--- src/hdl/fskm_map.vh ---
// constants for the fsk modem core: avalon register map, field positions, timing
// assumes a 100 MHz core clock; all counts derived from that rate
`ifndef FSKM_MAP_VH
`define FSKM_MAP_VH
`define FSKM_CLK_HZ        100000000
// register byte addresses
`define FSKM_REG_CTRL      4'h0
`define FSKM_REG_STATUS    4'h4
`define FSKM_REG_DAC       4'h8
// control field positions
`define FSKM_CTRL_RX_IDLE  0
`define FSKM_CTRL_KICK_EXT 1
`define FSKM_CTRL_CLK_MON  2
`define FSKM_CTRL_RESET    3'h5
// status field positions
`define FSKM_ST_CARRIER    0
`define FSKM_ST_RX_BIT     1
`define FSKM_ST_TX_MODE    2
`define FSKM_ST_FAULT      3
`define FSKM_ST_EXT_CLK    4
`define FSKM_ST_ALARM_HI   5
// tone and bit figures
`define FSKM_MARK_HZ       1200
`define FSKM_SPACE_HZ      2200
`define FSKM_BAUD          1200
`define FSKM_ACC_W         32
// increment = f * 2^32 / fclk
`define FSKM_MARK_INC      ((64'd1200 << 32) / 64'd100000000)
`define FSKM_SPACE_INC     ((64'd2200 << 32) / 64'd100000000)
// trapezoid: 8 bit output, idle 0.5 V = mid code, swing +-0.25 V
`define FSKM_OUT_MID       8'h80
`define FSKM_OUT_LO        8'h40
`define FSKM_OUT_HI        8'hc0
// slew per clock step: 1860 V/s and 3300 V/s, 0.5 V span = 128 codes
`define FSKM_SLEW_MARK_VS  1860
`define FSKM_SLEW_SPACE_VS 3300
`define FSKM_SLEW_MARK_DIV  ((`FSKM_CLK_HZ / 256) / `FSKM_SLEW_MARK_VS)
`define FSKM_SLEW_SPACE_DIV ((`FSKM_CLK_HZ / 256) / `FSKM_SLEW_SPACE_VS)
// demod: half-period threshold between 1200 Hz and 2200 Hz half periods
`define FSKM_HALF_MARK     (`FSKM_CLK_HZ / (2 * `FSKM_MARK_HZ))
`define FSKM_HALF_SPACE    (`FSKM_CLK_HZ / (2 * `FSKM_SPACE_HZ))
`define FSKM_HALF_THRESH   ((`FSKM_HALF_MARK + `FSKM_HALF_SPACE) / 2)
// carrier: 4 pulses, each within 2.5 ms
`define FSKM_CD_PULSES     4
`define FSKM_CD_GAP_US     2500
`define FSKM_CD_GAP_CYC    (`FSKM_CD_GAP_US * (`FSKM_CLK_HZ / 1000000))
// watchdog: internal kick 1.8 kHz, timeout 53 ms, reset pulse 140 us
`define FSKM_KICK_HZ       1800
`define FSKM_KICK_DIV      (`FSKM_CLK_HZ / `FSKM_KICK_HZ)
`define FSKM_WDT_MS        53
`define FSKM_WDT_CYC       (`FSKM_WDT_MS * (`FSKM_CLK_HZ / 1000))
`define FSKM_WDT_RST_US    140
`define FSKM_WDT_RST_CYC   (`FSKM_WDT_RST_US * (`FSKM_CLK_HZ / 1000000))
`define FSKM_DAC_W         17
`endif

--- src/hdl/fskm_modem.v ---
// digital core of a half-duplex fsk modem: modulator, demodulator, carrier
// detect, watchdog, sigma-delta dac and pin straps, registers on avalon-mm.
// assumes the comparator, strap and kick pins are asynchronous to core_clk_in.
`include "fskm_map.vh"
module fskm_modem #(
  parameter CD_GAP_CYC  = `FSKM_CD_GAP_CYC,
  parameter WDT_CYC     = `FSKM_WDT_CYC,
  parameter WDT_RST_CYC = `FSKM_WDT_RST_CYC,
  parameter KICK_DIV    = `FSKM_KICK_DIV
) (
  input  wire        core_clk_in,
  input  wire        reset_in,
  input  wire        logic_reset_n_in,
  input  wire [3:0]  avs_address_in,
  input  wire        avs_read_in,
  input  wire        avs_write_in,
  input  wire [31:0] avs_writedata_in,
  input  wire [3:0]  avs_byteenable_in,
  output reg  [31:0] avs_readdata_out,
  output reg         avs_waitrequest_out,
  input  wire        tx_bit_in,
  input  wire        send_request_n_in,
  output reg  [7:0]  tx_tone_out,
  input  wire        rx_tone_in,
  input  wire        carrier_level_in,
  output reg         rx_bit_out,
  output reg         carrier_present_out,
  input  wire        clk_src_strap_in,
  output reg         osc_enable_out,
  input  wire        alarm_sel_in,
  input  wire        kick_in,
  input  wire        clk_fail_in,
  output reg         wdt_reset_n_out,
  output reg         dac_out
);
  //////////////////////////////////////////////////////////////////////////////
  // pin synchronisers: three stages, change accepted when stages 2 and 3 agree
  reg [2:0] s_rtsn_q, s_txb_q, s_rx_q, s_cdl_q, s_kick_q, s_strap_q, s_alarm_q, s_cf_q;
  reg       rtsn_q, txb_q, rx_q, cdl_q, kick_q, strap_q, alarm_q, cf_q;
  // reset pin is asynchronous too: filtered like the others, so a one-clock
  // glitch on it cannot reset only part of the logic
  reg [2:0] s_rstn_q;
  reg       rstn_q;
  wire      rst = reset_in | ~rstn_q;
  always @(posedge core_clk_in)
  begin
    s_rtsn_q  <= {s_rtsn_q[1:0],  send_request_n_in};
    s_txb_q   <= {s_txb_q[1:0],   tx_bit_in};
    s_rx_q    <= {s_rx_q[1:0],    rx_tone_in};
    s_cdl_q   <= {s_cdl_q[1:0],   carrier_level_in};
    s_kick_q  <= {s_kick_q[1:0],  kick_in};
    s_strap_q <= {s_strap_q[1:0], clk_src_strap_in};
    s_alarm_q <= {s_alarm_q[1:0], alarm_sel_in};
    s_cf_q    <= {s_cf_q[1:0],    clk_fail_in};
    s_rstn_q  <= {s_rstn_q[1:0],  logic_reset_n_in};
    if (rst)
    begin
      rtsn_q <= 1'b1;
      txb_q  <= 1'b1;
      rx_q   <= 1'b0;
      cdl_q  <= 1'b0;
      kick_q <= 1'b0;
      cf_q   <= 1'b0;
    end
    else
    begin
      if (s_rtsn_q[2] == s_rtsn_q[1]) rtsn_q <= s_rtsn_q[2];
      if (s_txb_q[2] == s_txb_q[1])   txb_q  <= s_txb_q[2];
      if (s_rx_q[2] == s_rx_q[1])     rx_q   <= s_rx_q[2];
      if (s_cdl_q[2] == s_cdl_q[1])   cdl_q  <= s_cdl_q[2];
      if (s_kick_q[2] == s_kick_q[1]) kick_q <= s_kick_q[2];
      if (s_cf_q[2] == s_cf_q[1])     cf_q   <= s_cf_q[2];
    end
    // straps sampled by the clock on every edge, during reset too, never loaded by the reset itself
    if (s_strap_q[2] == s_strap_q[1]) strap_q <= s_strap_q[2];
    if (s_alarm_q[2] == s_alarm_q[1]) alarm_q <= s_alarm_q[2];
    if (s_rstn_q[2] == s_rstn_q[1])   rstn_q  <= s_rstn_q[2];
  end

  //////////////////////////////////////////////////////////////////////////////
  // avalon slave: one wait cycle, answer on the second edge of a request
  reg [2:0]  ctrl_q;
  reg [16:0] dac_code_q;
  reg        ack_q;
  reg        fault_q;
  wire       req = (avs_read_in | avs_write_in) & ~ack_q;
  always @(posedge core_clk_in)
  begin
    if (rst)
    begin
      ack_q               <= 1'b0;
      avs_waitrequest_out <= 1'b1;
      avs_readdata_out    <= 32'h0;
      ctrl_q              <= `FSKM_CTRL_RESET;
      dac_code_q          <= 17'h0;
    end
    else
    begin
      ack_q               <= req;
      avs_waitrequest_out <= ~req;
      if (req && avs_write_in && avs_byteenable_in[0])
      begin
        if (avs_address_in == `FSKM_REG_CTRL) ctrl_q <= avs_writedata_in[2:0];
      end
      if (req && avs_write_in && avs_address_in == `FSKM_REG_DAC)
      begin
        if (avs_byteenable_in[0]) dac_code_q[7:0]  <= avs_writedata_in[7:0];
        if (avs_byteenable_in[1]) dac_code_q[15:8] <= avs_writedata_in[15:8];
        if (avs_byteenable_in[2]) dac_code_q[16]   <= avs_writedata_in[16];
      end
      if (req && avs_read_in)
      begin
        case (avs_address_in)
          `FSKM_REG_CTRL:   avs_readdata_out <= {29'h0, ctrl_q};
          `FSKM_REG_STATUS: avs_readdata_out <= {26'h0, alarm_q, strap_q, fault_q,
                                                 ~rtsn_q, rx_bit_out, carrier_present_out};
          `FSKM_REG_DAC:    avs_readdata_out <= {15'h0, dac_code_q};
          default:          avs_readdata_out <= 32'h0;
        endcase
      end
    end
  end

  //////////////////////////////////////////////////////////////////////////////
  // modulator: phase accumulator, continuous across bit changes
  reg [31:0] phase_q;
  reg [17:0] slew_cnt_q;
  // increments are worked out at 64 bits; only the low word is a phase step
  localparam [63:0] MARK_INC64  = `FSKM_MARK_INC;
  localparam [63:0] SPACE_INC64 = `FSKM_SPACE_INC;
  localparam [31:0] MARK_DIV32  = `FSKM_SLEW_MARK_DIV;
  localparam [31:0] SPACE_DIV32 = `FSKM_SLEW_SPACE_DIV;
  wire [31:0] inc      = txb_q ? MARK_INC64[31:0] : SPACE_INC64[31:0];
  wire [17:0] slew_div = txb_q ? MARK_DIV32[17:0] : SPACE_DIV32[17:0];
  wire [7:0]  target = phase_q[31] ? `FSKM_OUT_LO : `FSKM_OUT_HI;
  always @(posedge core_clk_in)
  begin
    if (rst)
    begin
      phase_q     <= 32'h0;
      slew_cnt_q  <= 18'h0;
      tx_tone_out <= `FSKM_OUT_MID;
    end
    else if (rtsn_q)
    begin
      // receive mode: generator off, output parked at idle level
      phase_q     <= 32'h0;
      slew_cnt_q  <= 18'h0;
      tx_tone_out <= `FSKM_OUT_MID;
    end
    else
    begin
      phase_q <= phase_q + inc;
      // ramp one code per slew period: trapezoid edges
      if (slew_cnt_q >= slew_div - 18'h1)
      begin
        slew_cnt_q <= 18'h0;
        if (tx_tone_out < target) tx_tone_out <= tx_tone_out + 8'h1;
        else if (tx_tone_out > target) tx_tone_out <= tx_tone_out - 8'h1;
      end
      else
        slew_cnt_q <= slew_cnt_q + 18'h1;
    end
  end

  //////////////////////////////////////////////////////////////////////////////
  // demodulator: half-period between comparator toggles decides the tone
  reg        rx_prev_q;
  reg [17:0] half_q;
  reg        demod_q;
  reg        cdl_prev_q;
  reg [2:0]  pulses_q;
  reg [18:0] gap_q;
  wire       rx_edge  = rx_q ^ rx_prev_q;
  wire       cd_pulse = cdl_q & ~cdl_prev_q;
  always @(posedge core_clk_in)
  begin
    if (rst)
    begin
      rx_prev_q           <= 1'b0;
      half_q              <= 18'h0;
      demod_q             <= 1'b1;
      cdl_prev_q          <= 1'b0;
      pulses_q            <= 3'h0;
      gap_q               <= 19'h0;
      carrier_present_out <= 1'b0;
      rx_bit_out          <= 1'b0;
    end
    else
    begin
      rx_prev_q  <= rx_q;
      cdl_prev_q <= cdl_q;
      if (rx_edge)
      begin
        half_q  <= 18'h0;
        demod_q <= (half_q > `FSKM_HALF_THRESH);
      end
      else if (half_q != 18'h3ffff)
        half_q <= half_q + 18'h1;
      // carrier detect: count qualified pulses, each within the gap limit
      if (rtsn_q == 1'b0)
      begin
        pulses_q            <= 3'h0;
        gap_q               <= 19'h0;
        carrier_present_out <= 1'b0;
      end
      else if (cd_pulse)
      begin
        gap_q <= 19'h0;
        if (pulses_q < `FSKM_CD_PULSES) pulses_q <= pulses_q + 3'h1;
        if (pulses_q >= `FSKM_CD_PULSES - 1) carrier_present_out <= 1'b1;
      end
      else if (gap_q >= CD_GAP_CYC - 1)
      begin
        pulses_q            <= 3'h0;
        carrier_present_out <= 1'b0;
      end
      else
        gap_q <= gap_q + 19'h1;
      rx_bit_out <= carrier_present_out ? demod_q
                                        : ctrl_q[`FSKM_CTRL_RX_IDLE];
    end
  end

  //////////////////////////////////////////////////////////////////////////////
  // watchdog: kick from internal 1.8 kHz divider or external pin
  reg [15:0] kdiv_q;
  reg        kick_prev_q;
  reg [23:0] wdt_q;
  reg [15:0] wrst_q;
  localparam [31:0] WRST_LOAD = WDT_RST_CYC;
  wire       int_kick = (kdiv_q == KICK_DIV - 1);
  wire       ext_kick = kick_q & ~kick_prev_q;
  wire       kicked   = ctrl_q[`FSKM_CTRL_KICK_EXT] ? ext_kick : int_kick;
  always @(posedge core_clk_in)
  begin
    if (rst)
    begin
      kdiv_q          <= 16'h0;
      kick_prev_q     <= 1'b0;
      wdt_q           <= 24'h0;
      wrst_q          <= 16'h0;
      fault_q         <= 1'b0;
      wdt_reset_n_out <= 1'b1;
    end
    else
    begin
      kick_prev_q <= kick_q;
      kdiv_q      <= int_kick ? 16'h0 : kdiv_q + 16'h1;
      if (kicked)
        wdt_q <= 24'h0;
      else if (wdt_q >= WDT_CYC - 1)
      begin
        wdt_q  <= 24'h0;
        wrst_q <= WRST_LOAD[15:0];
      end
      else
        wdt_q <= wdt_q + 24'h1;
      if (wrst_q != 16'h0) wrst_q <= wrst_q - 16'h1;
      wdt_reset_n_out <= (wrst_q == 16'h0);
      // fault is sticky; cleared only by reset
      if (wrst_q != 16'h0 || (cf_q && ctrl_q[`FSKM_CTRL_CLK_MON])) fault_q <= 1'b1;
    end
  end

  //////////////////////////////////////////////////////////////////////////////
  // first-order sigma-delta dac; alarm level forced on a fault
  reg [17:0] sd_acc_q;
  wire [17:0] sd_sum = {1'b0, sd_acc_q[16:0]} + {1'b0, dac_code_q};
  always @(posedge core_clk_in)
  begin
    if (rst)
    begin
      sd_acc_q       <= 18'h0;
      dac_out        <= 1'b0;
      osc_enable_out <= 1'b0;
    end
    else
    begin
      sd_acc_q       <= sd_sum;
      dac_out        <= fault_q ? alarm_q : sd_sum[17];
      osc_enable_out <= ~strap_q;
    end
  end
endmodule

--- config.mk ---
export PLATFORM = sky130hd
export DESIGN_NAME = fskm_modem
export DESIGN_NICKNAME = d
export VERILOG_FILES = /design/src/hdl/fskm_modem.v
export VERILOG_INCLUDE_DIRS = /design/src /design/src/hdl
export SDC_FILE = /design/constraint.sdc
export NUM_CORES = 1
export LEC_CHECK = 0
export ABC_AREA = 1
export BUFFER_PORTS_ARGS = -buffer_cell sky130_fd_sc_hd__buf_2
export CAP_MARGIN = 20
export CORE_AREA = 2 2 273 194
export CTS_CLUSTER_DIAMETER = 60
export CTS_CLUSTER_SIZE = 20
export DETAILED_ROUTE_END_ITERATION = 8
export DIE_AREA = 0 0 275 196
export GPL_TIMING_DRIVEN = 0
export HOLD_SLACK_MARGIN = 0.1
export PLACE_DENSITY = 0.51
export SLEW_MARGIN = 20
export SYNTH_ARGS = -nofsm -noshare
export SYNTH_HDL_FRONTEND = slang
export SYNTH_SLANG_ARGS = --single-unit
export TNS_END_PERCENT = 20
--- constraint.sdc ---
create_clock -name core_clk_in -period 1.8 [get_ports core_clk_in]
set_input_delay 0.27 -clock core_clk_in [delete_from_list [all_inputs] [get_ports core_clk_in]]
set_output_delay 0.27 -clock core_clk_in [all_outputs]
set_load 0.02 [all_outputs]
## Word level (Yosys, flattened, before mapping)

Index checks and enable logic that the tools add are counted.

- Add/subtract/negate cells: 12
- $lt $le $gt $ge: 8
- Eq/ne operators: 16
- Mux-type cells: 18
- Bitwise logic cells: 13
- Reductions and logical operators: 27

Operators with widths:

| operator | number |
|---|---|
| $pmux 17 s3 | 1 |
| $mux 16 | 3 |
| $add 18x1->18 const B | 2 |
| $add 32x17->32 | 1 |
| $mux 8 | 4 |
| $add 24x1->24 const B | 1 |
| $ge 24x23->1 const B | 1 |
| $add 19x1->19 const B | 1 |
| $ge 19x18->1 const B | 1 |
| $add 17x17->18 | 1 |
| $ge 18x18->1 | 1 |
| $gt 18x15->1 const B | 1 |
| $ne 18x18->1 const B | 1 |
| $mux 17 | 1 |
| $add 16x1->16 const B | 1 |
| $eq 16x16->1 const B | 1 |
| $logic_not 16->1 | 1 |
| $reduce_and 2->1 | 8 |
| $reduce_bool 16->1 | 1 |
| $sub 16x1->16 const B | 1 |
| $eq 1x1->1 | 9 |
| $mux 3 | 3 |
| $reduce_or 3->1 | 3 |
| $sub 8x1->9 const B | 1 |
| 20 further kinds | 45 |

- Bits in registers: 271
- Input port bits: 53
- Output and inout bits: 46
- Logic and storage cells: 139

## Logic depth before layout (Yosys ltp)

- Word-level depth: 5
- Mapped depth: 13
- Depth with buffers taken out: 13

## Worst setup path after synthesis

Ideal clock, no wire load.

- Kind: register to register
- Start point: register tx_tone_out[7]
- End point: register tx_tone_out[7]
- Setup time: 122 ps
- Arrival time: 1980 ps
- Data required time: 1678 ps
- Setup slack: -302 ps
- Stages on the path, launching flop included: 12
- Buffers on the path: 0
- Clock period less this slack: 2102 ps
- Cells stage by stage: dfxtp_1 > ha_1 > nand2_1 > nand2_1 > ha_1 > a21oi_1 > o21a_1 > nand2_1 > nand2_1 > nand2_1 > nand2_1 > nand3_1

- Word-level cells in the longest chain between the ends: 3
- Elaborated cells on any way between the ends: 8
- Those cells by class: add/sub: 2; order compare: 2; mux: 2; reduce/logical: 2

Ends and longest elaborated chain:

| element | line | text |
|---|---|---|
| from (decl) | fskm_modem.v:23 | `output reg [7:0] tx_tone_out,` |
| from (signal assigned) | fskm_modem.v:142 | `` tx_tone_out <= `FSKM_OUT_MID; `` |
| from (signal assigned) | fskm_modem.v:149 | `` tx_tone_out <= `FSKM_OUT_MID; `` |
| from (signal assigned) | fskm_modem.v:158 | `if (tx_tone_out < target) tx_tone_out <= tx_tone_out + 8'h1;` |
| $sub 8x1->8, or another cell as far along | fskm_modem.v:159 | `else if (tx_tone_out > target) tx_tone_out <= tx_tone_out - 8'h1;` |
| $mux 8 / $reduce_bool 2->1 (equally long branches) | -- |  |
| $mux 8 / $reduce_and 2->1 (equally long branches) | -- |  |

Several ways; a longest one is shown, not always the timed one. The select of a mux whose other input is x is not followed.
A chain may end at the register's enable or synchronous reset.

## Worst setup path in the final report

- Start point: register txb_q
- End point: register phase_q[21]

- Word-level cells in the longest chain between the ends: 2

Ends and longest elaborated chain:

| element | line | text |
|---|---|---|
| from (decl) | fskm_modem.v:39 | `reg rtsn_q, txb_q, rx_q, cdl_q, kick_q, strap_q, alarm_q, cf_q;` |
| from (signal assigned) | fskm_modem.v:68 | `if (s_txb_q[2] == s_txb_q[1]) txb_q <= s_txb_q[2];` |
| $mux 17 | fskm_modem.v:133 | `wire [31:0] inc = txb_q ? MARK_INC64[31:0] : SPACE_INC64[31:0];` |
| $add 32x17->32 | fskm_modem.v:153 | `phase_q <= phase_q + inc;` |
| to (signal assigned) | fskm_modem.v:153 |  |
| to (decl) | fskm_modem.v:126 | `reg [31:0] phase_q;` |

No other way between the ends.

==> impl_metrics.toml <==
[power]
power-per-cell-area_nw_per_um2 = 917
pwr-share-seq = 0.407
p_sw_frac = 0.313
power_frac_comb = 0.181
switching_power_uw = 4730
cell_internal_pwr_uw = 10400
finalPower_uw = 15100
leakagePower_uw = 0.00661
vdd_drop_max_mv = 0.677
p_clk_frac = 0.412

[die]
start_util = 0.247
dieArea_um2 = 53900
die_w_um = 275
dieHeight_um = 196
core_area_um2 = 51500
pin_count = 99
rows = 70

[placed_design]
io_buffers = 67
placed_area_um2 = 14000
hpwl_um = 24500
routabilityCongestion = 0.837

[setup_path]
worstPathArrival_ns = 2.36
rr_startpoint = "txb_q"
crit_fanout = 5
crit_start = "txb_q"
start_kind = "register"
critPathRequiredTime_ns = 2.22
end_kind = "register"
worstSetupPathType = "reg2reg"

[sta]
final_hold_viol_count = 0
fin_skew_ns = 0.0331
setup_slack_ns = -0.140
fin_crit_sh = 1.08
max_slew.worst_pin.slew_ns = 0.746
finalSetupViolCount = 21
period_minus_slack_ns = 1.94
fmax_mhz = 515
drv_slew = 0
rsz0062_at_grt = "true"
slew_headroom = 0.503
tns_ns = -1.30

[clock_tree]
cts_root_buf = "clkbuf_16"
htreeDepth = 1
clk_pin_slew_ns = 0.08
cts.sinks = 256
cts_made_buffers = 27
cts_max_path_buffers = 3
cts_tree = "done"
insertion_delay_ns = 0.58

[routing]
drtAntennaViolNets = 0
drtPass1Iterations = 5
wire_per_inst_um = 12.6
vias_per_cell = 4.37
routed-via-count = 11800
finalWirelength_um = 33800
detail_route.iter0.violations = 718
route.detailed.drc = 0

[yosys]
synth.cell_area_um2 = 12700
synth_cell_types = 48
synth.area.top_cells = "dfxtp_1 40%, nand2_1 13%, nor2_1 7.5%"
synth.avg_cell_area_um2 = 7.04
synth_top_area_frac = 0.398
ys_ff_latch = 256
synth_edf_count = 3
synth_ff_type = "dfxtp_1"
synth_cells = 1806
yosys.area.top_type = "dfxtp_1"
yosys_warnings = 0
seq_area_frac_synth = 0.405
async_flop_share = 0

[hold_path]
min_path_type = "in2reg"
min_from = "avs_address_in[3]"

[grt]
grt_pass1_vias = 11000
antenna_found_initial = 0
grt_overflow = 0
grt_start_max_net_pins = 21
grt_usage = 0.123
grt_pass1_wl_um = 54900

[finish]
post-route-util = 0.320
final_common_cell = "nand2_1"
n_antenna_cell = 0
fin_nets = 2094
layout-drive-gt1-share = 0.192
layout_common_cells = "388 x nand2_1, 242 x dfxtp_1, 232 x nor2_1"
syn_to_final_growth_pct = 29.5
stdcell_area_um2 = 16500

[run_status]
status = "finished, violations left"
violations = "negative setup slack"

[run]
maxCapViolations = 0
==> metal layers <==
layer | vias up | track usage | routed length [um]
li1 | 6169 | - | -
met1 | 5339 | 0.179 | 17500
met2 | 227 | 0.184 | 14000
met3 | 48 | 0.0190 | 1370
met4 | 0 | 0.0362 | 951
met5 | - | 0 | 0
==> cell type report <==
class | count | area, um2
Sequential cell | 256 | 5170
Multi-Input combinational cell | 1326 | 7450
Fill cell | 5503 | 35000
Timing Repair Buffer | 131 | 937
Tap cell | 684 | 856
Buffer | 37 | 230
Clock buffer | 29 | 714
Clock inverter | 21 | 298
Inverter | 211 | 803
==> flip-flops by register name, indices dropped and copies added, names as in the netlist, 3 cells and up <==
| signal | flops |
|---|---|
| s_alarm_q | 3 |
| avs_readdata_out | 17 |
| pulses_q | 3 |
| wdt_q | 24 |
| tx_tone_out | 8 |
| s_rx_q | 3 |
| s_cdl_q | 3 |
| half_q | 18 |
| phase_q | 32 |
| s_kick_q | 3 |
| kdiv_q | 16 |
| s_txb_q | 3 |
| gap_q | 19 |
| ctrl_q | 3 |
| s_cf_q | 3 |
| s_rstn_q | 3 |
| dac_code_q | 17 |
| sd_acc_q | 17 |
| s_rtsn_q | 3 |
| s_strap_q | 3 |
| wrst_q | 16 |
| slew_cnt_q | 18 |
==> cells in the mapped netlist (6+ instances only) <==
library cell    n
inv_1         204
o21bai_1        9
dfxtp_1       253
nor2_2          7
nor4_1          7
a31oi_1         6
or2_2           7
a21oi_1       145
clkbuf_1       12
nand4_1        27
nand2_1       439
nor3_1         52
xor2_1         27
nand3_1       125
buf_2           7
buf_4          15
inv_2           6
ha_1           48
o21ai_0        71
nor2_1        254
nand3b_1        6
xnor2_1        26
==> cells by family after synthesis <==
kind of cell,Yosys count,synth area share
simple gates,952,0.323
other cells,1,0.000295
fa+ha+maj,51,0.0520
compound gates,245,0.102
buf+inv,248,0.0803
xor+xnor,53,0.0365
flops,256,0.405
==> metrics by stage <==
stage                     hold WS (ns)  worst slack [ns]  std cells
after floorplan                  0.298           -0.0243       1830
after global placement           0.311            -0.438       2581
after detailed placement         0.313            -0.428       2581
after CTS                        0.105           -0.0700       2678
after global routing             0.166            -0.225       2695
final                            0.150            -0.140       2695
==> critical path, cell delays in order, from the launching register on <==
cell and delay [ns]:
dfxtp_4 0.37, clkinvlp_4 0.13, buf_12 0.17, ha_4 0.27, nand2_2 0.11, nor2_1 0.07
a21oi_1 0.27, nand2_4 0.10, nand2_1 0.08, o21ai_0 0.08, nand2_1 0.07, a21oi_1 0.06
==> repair_timing <==
item / CTS / global route
hold buffers: 31 / 0
hold endpoints to repair: 35 / 0
setup endpoints to repair: 79 / 137
buffers inserted: 16 / 18
gates resized for setup: 88 / 137
pin swaps: 20 / 40
==> power by group through the flow <==
stage               Sequential, uW  Clock [uW]  Combinational (uW)
CTS                           6150        6420                2640
global placement              6280           0                2520
global route                  6200        6630                3160
finish                        6150        6220                2720
floorplan                     6240           0                1990
detailed placement            6280           0                2530
==> final timing paths <==
path                                    end  slack (ns)  depth (start not counted)
worst max-delay path            phase_q[21]       -0.14                         11
worst min-delay path              ctrl_q[1]        0.15                          4
worst max register to register  phase_q[21]       -0.14                         11
worst min register to register  s_rstn_q[1]        0.33                          0
Power figures use the tool's default switching activity.
